--- src/mfr_pkg.sv ---
/*
  Package for the modem MAC fault-recovery block: timing constants,
  retry limits and state enumerations.
  Assumes a 125 MHz system clock.
*/
package mfr_pkg;

  // ----------------------------------------------------------------
  // Timing
  // ----------------------------------------------------------------
  localparam int CLK_MHZ          = 125;
  localparam int LOST_SYNC_MS     = 600;
  localparam int LOST_SYNC_CYC    = LOST_SYNC_MS * 1000 * CLK_MHZ;
  localparam int T1_MS            = 2000;
  localparam int T1_CYC           = T1_MS * 1000 * CLK_MHZ;
  localparam int RNG_TMO_MS       = 200;
  localparam int RNG_TMO_CYC      = RNG_TMO_MS * 1000 * CLK_MHZ;
  localparam int REG_TMO_MS       = 3000;
  localparam int REG_TMO_CYC      = REG_TMO_MS * 1000 * CLK_MHZ;
  localparam int MAX_BURST_US     = 2000;
  localparam int MAX_BURST_CYC    = MAX_BURST_US * CLK_MHZ;

  // ----------------------------------------------------------------
  // Retry limits and widths
  // ----------------------------------------------------------------
  localparam int RNG_RETRIES      = 16;
  localparam int REG_RETRIES      = 3;
  localparam int CNT_W            = 32;
  localparam int RETRY_W          = 8;
  localparam int CCC_W            = 8;
  localparam int SPAN_W           = 16;

  // Initialisation sequence of the modem MAC.
  typedef enum logic [2:0] {
    MFR_SCAN,
    MFR_WAIT_UCD,
    MFR_RANGING,
    MFR_REGISTER,
    MFR_OPERATE
  } mfr_state_t;

endpackage : mfr_pkg

--- src/mfr_tmr_if.sv ---
/*
  Interface carrying a timer request and its expiry between the
  recovery core and its countdown timer.
  Assumes both ends share the system clock.
*/
`timescale 1ns/100ps
interface mfr_tmr_if;
  import mfr_pkg::*;
  logic             load;
  logic [CNT_W-1:0] value;
  logic             stop;
  logic             expired;

  modport ctrl (output load, output value, output stop, input expired);
  modport tmr  (input load, input value, input stop, output expired);
endinterface : mfr_tmr_if

--- src/mfr_core.sv ---
/*
  Fault-recovery and upstream transmit gating for a cable modem MAC.
  Assumes message events arrive as one-cycle pulses from the MAC
  receive path on the system clock, already CRC checked.
*/
// Operation
// - Declare sync lost after the lost-sync interval without a SYNC.
// - While sync is lost keep upstream off and keep reacquiring.
// - No upstream transmission before a usable descriptor arrives.
// - T1 timeout waiting for a descriptor: stay silent, scan next channel.
// - Bad descriptor or count-mismatched MAP stops upstream, starts T1.
// - T1 expiry during descriptor suspension resets the MAC.
// - Transmit only under a valid bandwidth grant.
// - A lost MAP silences upstream for the span it described.
// - Ranging timeout resends the request up to the retry limit.
// - Ranging retries exhausted resets the MAC.
// - Registration timeout resends; exhausted retries reset the MAC.
// - Usable descriptor needs legal profiles; may require matching counts.
// - Data packets with bad CRC are dropped, higher layers recover.
// - Cut transmitter if carrier stays on beyond the longest burst.
// - Lost-sync interval is at most the stated maximum.
// - Ranging retry limit is at least the stated minimum.
// - Registration retry limit is at least the stated minimum.
// - Management messages failing CRC are discarded.
`timescale 1ns/100ps
module mfr_core
  import mfr_pkg::*;
#(
  parameter int LOST_SYNC_CYCLES = LOST_SYNC_CYC,
  parameter int T1_CYCLES        = T1_CYC,
  parameter int RNG_TMO_CYCLES   = RNG_TMO_CYC,
  parameter int REG_TMO_CYCLES   = REG_TMO_CYC,
  parameter int MAX_BURST_CYCLES = MAX_BURST_CYC,
  parameter int RNG_RETRY_MAX    = RNG_RETRIES,
  parameter int REG_RETRY_MAX    = REG_RETRIES
) (
  input  wire logic              clk_sys_i,
  input  wire logic              sys_rst_i,
  input  wire logic              sync_rx_i,
  input  wire logic              ucd_rx_i,
  input  wire logic              ucd_legal_i,
  input  wire logic [CCC_W-1:0]  ucd_ccc_i,
  input  wire logic              map_rx_i,
  input  wire logic [CCC_W-1:0]  map_ucd_cnt_i,
  input  wire logic              map_lost_i,
  input  wire logic [SPAN_W-1:0] map_lost_span_i,
  input  wire logic              match_req_i,
  input  wire logic              mgmt_crc_ok_i,
  input  wire logic              data_rx_i,
  input  wire logic              data_crc_ok_i,
  input  wire logic              rng_sent_i,
  input  wire logic              rng_rsp_i,
  input  wire logic              reg_sent_i,
  input  wire logic              reg_rsp_i,
  input  wire logic              grant_i,
  input  wire logic              carrier_on_i,
  output logic                   tx_permit_o,
  output logic                   sync_lost_o,
  output logic                   scan_next_o,
  output logic                   mac_reset_o,
  output logic                   rng_resend_o,
  output logic                   reg_resend_o,
  output logic                   data_accept_o,
  output logic                   tx_kill_o,
  output mfr_state_t             state_o
);

  // ----------------------------------------------------------------
  // Declarations
  // ----------------------------------------------------------------
  mfr_tmr_if t1 ();
  mfr_state_t         state_reg;
  logic [CNT_W-1:0]   sync_cnt_reg;
  logic               sync_lost_reg;
  logic               ucd_held_reg;
  logic               suspend_reg;
  logic [CCC_W-1:0]   ccc_reg;
  logic [SPAN_W-1:0]  mute_cnt_reg;
  logic [CNT_W-1:0]   rsp_cnt_reg;
  logic               rsp_wait_reg;
  logic [RETRY_W-1:0] retry_reg;
  logic [CNT_W-1:0]   carrier_cnt_reg;
  logic               kill_reg;
  logic               permit_reg;
  logic               scan_reg;
  logic               reset_reg;
  logic               rng_rs_reg;
  logic               reg_rs_reg;
  logic               data_ok_reg;
  logic               ucd_ok;
  logic               map_bad;
  logic               mgmt_ok;

  mfr_timer u_t1 (
    .clk_sys_i (clk_sys_i),
    .sys_rst_i (sys_rst_i),
    .tif       (t1.tmr)
  );

  // Management messages with a bad CRC count as not received.
  // Discard bad CRC
  assign mgmt_ok = mgmt_crc_ok_i;
  assign ucd_ok  = ucd_legal_i
                   && (!match_req_i || !ucd_held_reg
                       || ucd_ccc_i == ccc_reg);
  assign map_bad = map_rx_i && mgmt_ok && ucd_held_reg
                   && (map_ucd_cnt_i != ccc_reg);

  // ----------------------------------------------------------------
  // Synchronisation watchdog
  // ----------------------------------------------------------------
  // Restart the count on each good SYNC; declare loss when it runs out.
  // Lost-sync count
  always_ff @(posedge clk_sys_i) begin
    if (sys_rst_i || reset_reg) begin
      sync_cnt_reg  <= '0;
      sync_lost_reg <= 1'b1;
    end else if (sync_rx_i && mgmt_ok) begin
      sync_cnt_reg  <= '0;
      sync_lost_reg <= 1'b0;
    end else if (!sync_lost_reg) begin
      if (sync_cnt_reg >= CNT_W'(LOST_SYNC_CYCLES - 1)) begin
        sync_lost_reg <= 1'b1;
      end else begin
        sync_cnt_reg <= sync_cnt_reg + CNT_W'(1);
      end
    end
  end

  // ----------------------------------------------------------------
  // Descriptor tracking and T1
  // ----------------------------------------------------------------
  // Hold the last usable descriptor; suspend on a bad one or bad MAP.
  always_ff @(posedge clk_sys_i) begin
    if (sys_rst_i || reset_reg || state_reg == MFR_SCAN) begin
      ucd_held_reg <= 1'b0;
      suspend_reg  <= 1'b0;
      ccc_reg      <= '0;
    end else if (ucd_rx_i && mgmt_ok && ucd_ok) begin
      ucd_held_reg <= 1'b1;
      suspend_reg  <= map_bad;  // A bad MAP in the same cycle wins.
      ccc_reg      <= ucd_ccc_i;
    end else if (ucd_held_reg
                 && ((ucd_rx_i && mgmt_ok && !ucd_ok) || map_bad)) begin
      suspend_reg  <= 1'b1;
    end
  end

  // T1 runs while waiting for a first descriptor or while suspended.
  always_comb begin
    t1.load  = 1'b0;
    t1.value = CNT_W'(T1_CYCLES);
    t1.stop  = ucd_rx_i && mgmt_ok && ucd_ok && !map_bad;
    if (state_reg == MFR_SCAN && !sync_lost_reg) begin
      t1.load = 1'b1;
    end else if (ucd_held_reg && !suspend_reg
                 && ((ucd_rx_i && mgmt_ok && !ucd_ok) || map_bad)) begin
      t1.load = 1'b1;
    end
  end

  // ----------------------------------------------------------------
  // Initialisation sequence and retries
  // ----------------------------------------------------------------
  // Step through scan, descriptor wait, ranging, registration.
  always_ff @(posedge clk_sys_i) begin
    if (sys_rst_i) begin
      state_reg    <= MFR_SCAN;
      rsp_wait_reg <= 1'b0;
      rsp_cnt_reg  <= '0;
      retry_reg    <= '0;
      scan_reg     <= 1'b0;
      reset_reg    <= 1'b0;
      rng_rs_reg   <= 1'b0;
      reg_rs_reg   <= 1'b0;
    end else begin
      scan_reg   <= 1'b0;
      reset_reg  <= 1'b0;
      rng_rs_reg <= 1'b0;
      reg_rs_reg <= 1'b0;
      if (rsp_wait_reg) begin
        rsp_cnt_reg <= rsp_cnt_reg + CNT_W'(1);
      end
      if (reset_reg) begin
        state_reg    <= MFR_SCAN;
        rsp_wait_reg <= 1'b0;
        retry_reg    <= '0;
      end else begin
        case (state_reg)
          MFR_SCAN: begin
            if (!sync_lost_reg) begin
              state_reg <= MFR_WAIT_UCD;
            end
          end
          MFR_WAIT_UCD: begin
            if (ucd_held_reg) begin
              state_reg <= MFR_RANGING;
              retry_reg <= '0;
            end else if (t1.expired) begin
              state_reg <= MFR_SCAN;
              scan_reg  <= 1'b1;
            end
          end
          MFR_RANGING: begin
            if (rng_sent_i) begin
              rsp_wait_reg <= 1'b1;
              rsp_cnt_reg  <= '0;
            end else if (rsp_wait_reg && rng_rsp_i && mgmt_ok) begin
              rsp_wait_reg <= 1'b0;
              retry_reg    <= '0;
              state_reg    <= MFR_REGISTER;
            end else if (rsp_wait_reg
                   && rsp_cnt_reg >= CNT_W'(RNG_TMO_CYCLES - 1)) begin
              rsp_wait_reg <= 1'b0;
              if (retry_reg >= RETRY_W'(RNG_RETRY_MAX)) begin
                reset_reg <= 1'b1;
              end else begin
                retry_reg  <= retry_reg + RETRY_W'(1);
                rng_rs_reg <= 1'b1;
              end
            end
          end
          MFR_REGISTER: begin
            if (reg_sent_i) begin
              rsp_wait_reg <= 1'b1;
              rsp_cnt_reg  <= '0;
            end else if (rsp_wait_reg && reg_rsp_i && mgmt_ok) begin
              rsp_wait_reg <= 1'b0;
              state_reg    <= MFR_OPERATE;
            end else if (rsp_wait_reg
                   && rsp_cnt_reg >= CNT_W'(REG_TMO_CYCLES - 1)) begin
              rsp_wait_reg <= 1'b0;
              if (retry_reg >= RETRY_W'(REG_RETRY_MAX)) begin
                reset_reg <= 1'b1;
              end else begin
                retry_reg  <= retry_reg + RETRY_W'(1);
                reg_rs_reg <= 1'b1;
              end
            end
          end
          MFR_OPERATE: begin
          end
          default: state_reg <= MFR_SCAN;
        endcase
        if (suspend_reg && t1.expired) begin
          reset_reg <= 1'b1;
        end
      end
    end
  end

  // ----------------------------------------------------------------
  // Transmit gating
  // ----------------------------------------------------------------
  // Mute for the span of a MAP lost to a reception error.
  // Lost MAP mute
  always_ff @(posedge clk_sys_i) begin
    if (sys_rst_i) begin
      mute_cnt_reg <= '0;
    end else if (map_lost_i && map_lost_span_i > mute_cnt_reg) begin
      mute_cnt_reg <= map_lost_span_i;
    end else if (mute_cnt_reg != '0) begin
      mute_cnt_reg <= mute_cnt_reg - SPAN_W'(1);
    end
  end

  // Runaway carrier guard: count continuous carrier, kill on overrun.
  // Carrier runaway cut
  always_ff @(posedge clk_sys_i) begin
    if (sys_rst_i || !carrier_on_i) begin
      carrier_cnt_reg <= '0;
      kill_reg        <= 1'b0;
    end else if (carrier_cnt_reg >= CNT_W'(MAX_BURST_CYCLES - 1)) begin
      kill_reg <= 1'b1;
    end else begin
      carrier_cnt_reg <= carrier_cnt_reg + CNT_W'(1);
    end
  end

  // Permit upstream only when every condition holds this cycle.
  // Transmit permit
  always_ff @(posedge clk_sys_i) begin
    if (sys_rst_i) begin
      permit_reg <= 1'b0;
    end else begin
      permit_reg <= !sync_lost_reg && ucd_held_reg && !suspend_reg
                    && grant_i && !map_lost_i && mute_cnt_reg == '0
                    && !kill_reg && !reset_reg
                    && state_reg != MFR_SCAN;
    end
  end

  // Pass data upward only when its CRC holds.
  // Drop bad data
  always_ff @(posedge clk_sys_i) begin
    if (sys_rst_i) begin
      data_ok_reg <= 1'b0;
    end else begin
      data_ok_reg <= data_rx_i && data_crc_ok_i;
    end
  end

  assign tx_permit_o   = permit_reg;
  assign sync_lost_o   = sync_lost_reg;
  assign scan_next_o   = scan_reg;
  assign mac_reset_o   = reset_reg;
  assign rng_resend_o  = rng_rs_reg;
  assign reg_resend_o  = reg_rs_reg;
  assign data_accept_o = data_ok_reg;
  assign tx_kill_o     = kill_reg;
  assign state_o       = state_reg;

endmodule : mfr_core

--- src/mfr_timer.sv ---
/*
  Countdown timer: loaded with a cycle count, pulses expired for one
  cycle when the count runs out. Stop cancels a running count.
  Assumes synchronous active-high reset on the system clock.
*/
`timescale 1ns/100ps
module mfr_timer
  import mfr_pkg::*;
(
  input  wire logic clk_sys_i,
  input  wire logic sys_rst_i,
  mfr_tmr_if.tmr    tif
);

  logic [CNT_W-1:0] cnt_reg;
  logic             run_reg;
  logic             exp_reg;

  // Count down while running; expire once on reaching one.
  always_ff @(posedge clk_sys_i) begin
    if (sys_rst_i) begin
      cnt_reg <= '0;
      run_reg <= 1'b0;
      exp_reg <= 1'b0;
    end else begin
      exp_reg <= 1'b0;
      if (tif.load) begin
        cnt_reg <= tif.value;
        run_reg <= 1'b1;
      end else if (tif.stop) begin
        run_reg <= 1'b0;
      end else if (run_reg) begin
        if (cnt_reg <= CNT_W'(1)) begin
          run_reg <= 1'b0;
          exp_reg <= 1'b1;
        end else begin
          cnt_reg <= cnt_reg - CNT_W'(1);
        end
      end
    end
  end

  assign tif.expired = exp_reg;

endmodule : mfr_timer

--- config.mk ---
export PLATFORM = sky130hd
export DESIGN_NAME = mfr_core
export DESIGN_NICKNAME = d
export VERILOG_FILES = /design/src/mfr_pkg.sv /design/src/mfr_tmr_if.sv /design/src/mfr_core.sv /design/src/mfr_timer.sv
export SDC_FILE = /design/constraint.sdc
export NUM_CORES = 1
export LEC_CHECK = 0
export BUFFER_PORTS_ARGS = -buffer_cell sky130_fd_sc_hd__buf_2
export CAP_MARGIN = 20
export CORE_ASPECT_RATIO = 0.8
export CORE_MARGIN = 3
export CORE_UTILIZATION = 45
export DETAILED_ROUTE_END_ITERATION = 12
export SETUP_SLACK_MARGIN = 0.1
export SLEW_MARGIN = 20
export SYNTH_ARGS = -nofsm -noshare
export SYNTH_HDL_FRONTEND = slang
export SYNTH_HIERARCHICAL = 1
export SYNTH_SLANG_ARGS = --single-unit
--- constraint.sdc ---
create_clock -name clk_sys_i -period 3.7 [get_ports clk_sys_i]
set_clock_uncertainty 0.15 [all_clocks]
set_input_delay 0.74 -clock clk_sys_i [delete_from_list [all_inputs] [get_ports clk_sys_i]]
set_output_delay 0.74 -clock clk_sys_i [all_outputs]
set_load 0.02 [all_outputs]
==> summary.txt <==
STA
  – Hold Vio Cnt, Final: 0
  – Max_slew headroom: 0.4927
  – Sum of negative setup slack: 0 ns
  – Least-Margin Pin Slew: between 0.7 and 0.8 ns
  – Hold WS: approximately 0.31 ns
  – Final Cycle Share: 0.7599
  – Final slew viol count: 0
  – Fmax: 355.7 MHz
  – Tmin final: 2.812 ns
  – RSZ-0062 raised after global routing: false
  – Final setup vio count: 0

Worst setup path
  – CP dominant cell by count: nor4_1
  – Crit-path slowest cell: a41o_2
  – Cell-by-cell trace of the critical path: buf_2 -> xor2_1 -> nor4_1 -> nand2_1 -> a31oi_1 -> and3_1 -> nor2b_1 -> nand2b_1 -> a41o_2 -> buf_12 -> nor4_1 -> o31a_1
  – Arr. time, crit path: 2.99 ns
  – CP Max Fanout: 17
  – Top Family by Delay on Critical Path: simple AND/OR/NAND/NOR gates
  – CP Launch Type: input port
  – Crit path kind: in2reg
  – CP Capture Type: flop
  – Crit-path max cell delay: between 0.3 and 0.4 ns
  – Crit path buffers/inverters: 2
  – WP data required: 3.87 ns

Synthesis
  – Synth Cell Area: between 0.009 and 0.01 mm^2
  – Seq/Total Area, Yosys: 0.3721
  – Post-synth top area share: 0.3721
  – Synth area leader: dfxtp_1
  – Count leader, synth: dfxtp_1
  – Synth unique cells: 85
  – Ys Warns: 6
  – Post-synthesis async set-or-reset flop share: 0
  – Area contributors post-synth: dfxtp_1, nor2_1, xnor2_1
  – #FFs+latches synth: approximately 180
  – Synth cell count leaders: dfxtp_1, nor2_1, nand2_1
  – Cells after Synth: roughly 1100
  – Post-Syn Area per Cell: between 8 and 9 um^2
  – Post-synth EDFFs: 0
  – Top_reg_cell synth: dfxtp_1

Clock network
  – Post-CTS Setup Inserts: 0
  – CTS tree: yes
  – Hold-fix buffers at CTS: 0
  – Worst skew pair latency: roughly 0.43 ns
  – CTS resizes: 0
  – Clock root cell: clkbuf_16
  – CTS Buffer Depth: 2
  – Cts bufs inserted: 17
  – CTS Sinks: about 180
  – H-tree depth: 4
  – Clock transition at path regs: approximately 0.07 ns

Power and ir drop
  – Leakage: approximately 3.9 nW
  – Peak VDD IR: around 320 uV
  – Tot Pwr: approximately 5.2 mW
  – Power density over cell area: between 400 and 500 mW/mm^2

Die
  – Num ports: 60
  – Core region area: 0.02026 mm^2
  – DIE HEIGHT: about 140 um
  – Rows: 46
  – Die Wd: approximately 170 um
  – Starting Density: 0.4673
  – Die area: around 0.023 mm^2

Detailed routing
  – DRC errors left: 0
  – Total Routed Length: roughly 22000 um
  – Antenna-violating nets left: 0
  – Vias per cell: about 5.5
  – DR pass1 iterations: 5
  – Via Count: a little over 8000
  – Routed WL per cell: roughly 15 um
  – Initial DRC count: 508

Placement
  – Detailed Place HPWL: between 15000 and 20000 um
  – Area after DPL: just over 0.01 mm^2
  – GPL Wtd Cong: 0.7979
  – Buffers on Ports: 59
  – Placed insts: approximately 1500

Finish
  – Final nets: roughly 1300
  – Post-Layout Cell Count: 1480
  – Final instance area: roughly 0.011 mm^2
  – Share of layout cells above drive strength 1: 0.1324
  – Area Growth Syn to Fin: 13.88%
  – # diodes: 0

GRT
  – Largest net degree at the start of global routing: 49
  – First-pass GRT wire length: 36510 um
  – Total grt overflow: 0
  – GRT Total Usage: 0.1932
  – Vias in the first global route: between 7000 and 8000
  – Initial antenna violation count: 0

Min path
  – Hold crit path type: reg2reg

Status
  – Status: finished clean

Run
  – Max Cap Viol: 0
## routing by layer
| metal | wire, um | vias to the layer above | share of wire | GRT usage |
|---|---|---|---|---|
| met4 | 178 | 0 | 0.0081 | 0.04180 |
| met2 | 9225 | 155 | 0.42 | 0.2873 |
| met1 | 11800 | 3719 | 0.53 | 0.2876 |
| met3 | 886 | 13 | 0.040 | 0.04113 |
| met5 | 0 | - | 0 | 0 |
| li1 | - | 4204 | - | - |
## path summary, 6_finish.rpt
kind | from | end | slack (ns) | depth (start not counted)
worst max-delay path | ucd_ccc_i[5] | u_t1/cnt_reg[14]$_SDFFE_PP0P_ | 0.89 | 12
worst min-delay path | carrier_cnt_reg[24]$_SDFFE_PP0N_ | carrier_cnt_reg[24]$_SDFFE_PP0N_ | 0.31 | 1
worst max register to register | ccc_reg[5]$_SDFFE_PP0P_ | u_t1/cnt_reg[21]$_SDFFE_PP0P_ | 0.90 | 11
worst min register to register | carrier_cnt_reg[24]$_SDFFE_PP0N_ | carrier_cnt_reg[24]$_SDFFE_PP0N_ | 0.31 | 1
## cells by family after synthesis
group / share of synthesized area
AO/OA/AOI/OAI: 0.1472
XOR/XNOR: 0.08696
adder cells (fa/ha/maj): 0.03172
buffers and inverters: 0.04414
flip-flops: 0.3721
multiplexers: 0.01731
other: 0.0007932
AND/OR/NAND/NOR: 0.2997
## worst reg2reg max path: stages (launching register included)
cell and delay [ns]:
dfxtp_1 0.39, xor2_1 0.17, nor4_1 0.08, nand2_1 0.07, a31oi_1 0.09, and3_1 0.20, nor2b_1 0.12, nand2b_1 0.23
a41o_2 0.41, buf_12 0.21, or3_1 0.36, a311oi_2 0.24
## report_power, final
part	switching, mW	total, mW	internal [mW]	leakage [nW]
sequential	0.116	2.12	2.00	1.43
clock	0.756	1.99	1.23	0.311
combinational	0.674	1.11	0.440	2.14
total	1.55	5.22	3.68	3.88
## layout make-up
class | instances | area [um^2]
clock buffers | 22 | 464.2
clock inverters | 8 | 176.4
fillers | 1907 | 9478
inverters | 43 | 161.4
multi-input cells | 889 | 5663
flip-flops and latches | 176 | 3523
well taps | 264 | 330.3
repair buffers | 78 | 462.9
## placed cells by master, fill, tap and decap left out, drive strengths merged, types with 30 or more instances in the layout
master and count:
xnor2 58, buf 78, dfxtp 176, nor4 41, o21ai 46, nand3 54, a21oi 30, nor3 60
conb 32, nor2 154, inv 45, xor2 36, nand2 70
## through the flow
stage / worst slack (ns) / util
after detailed placement: 0.4367 / 0.5006
after CTS: 0.8901 / 0.5322
after global routing: 0.5693 / 0.5322
after global placement: 0.4719 / 0.5006
final: 0.8883 / 0.5322
after floorplan: 0.4308 / -
(Power assumes the default switching activity.)
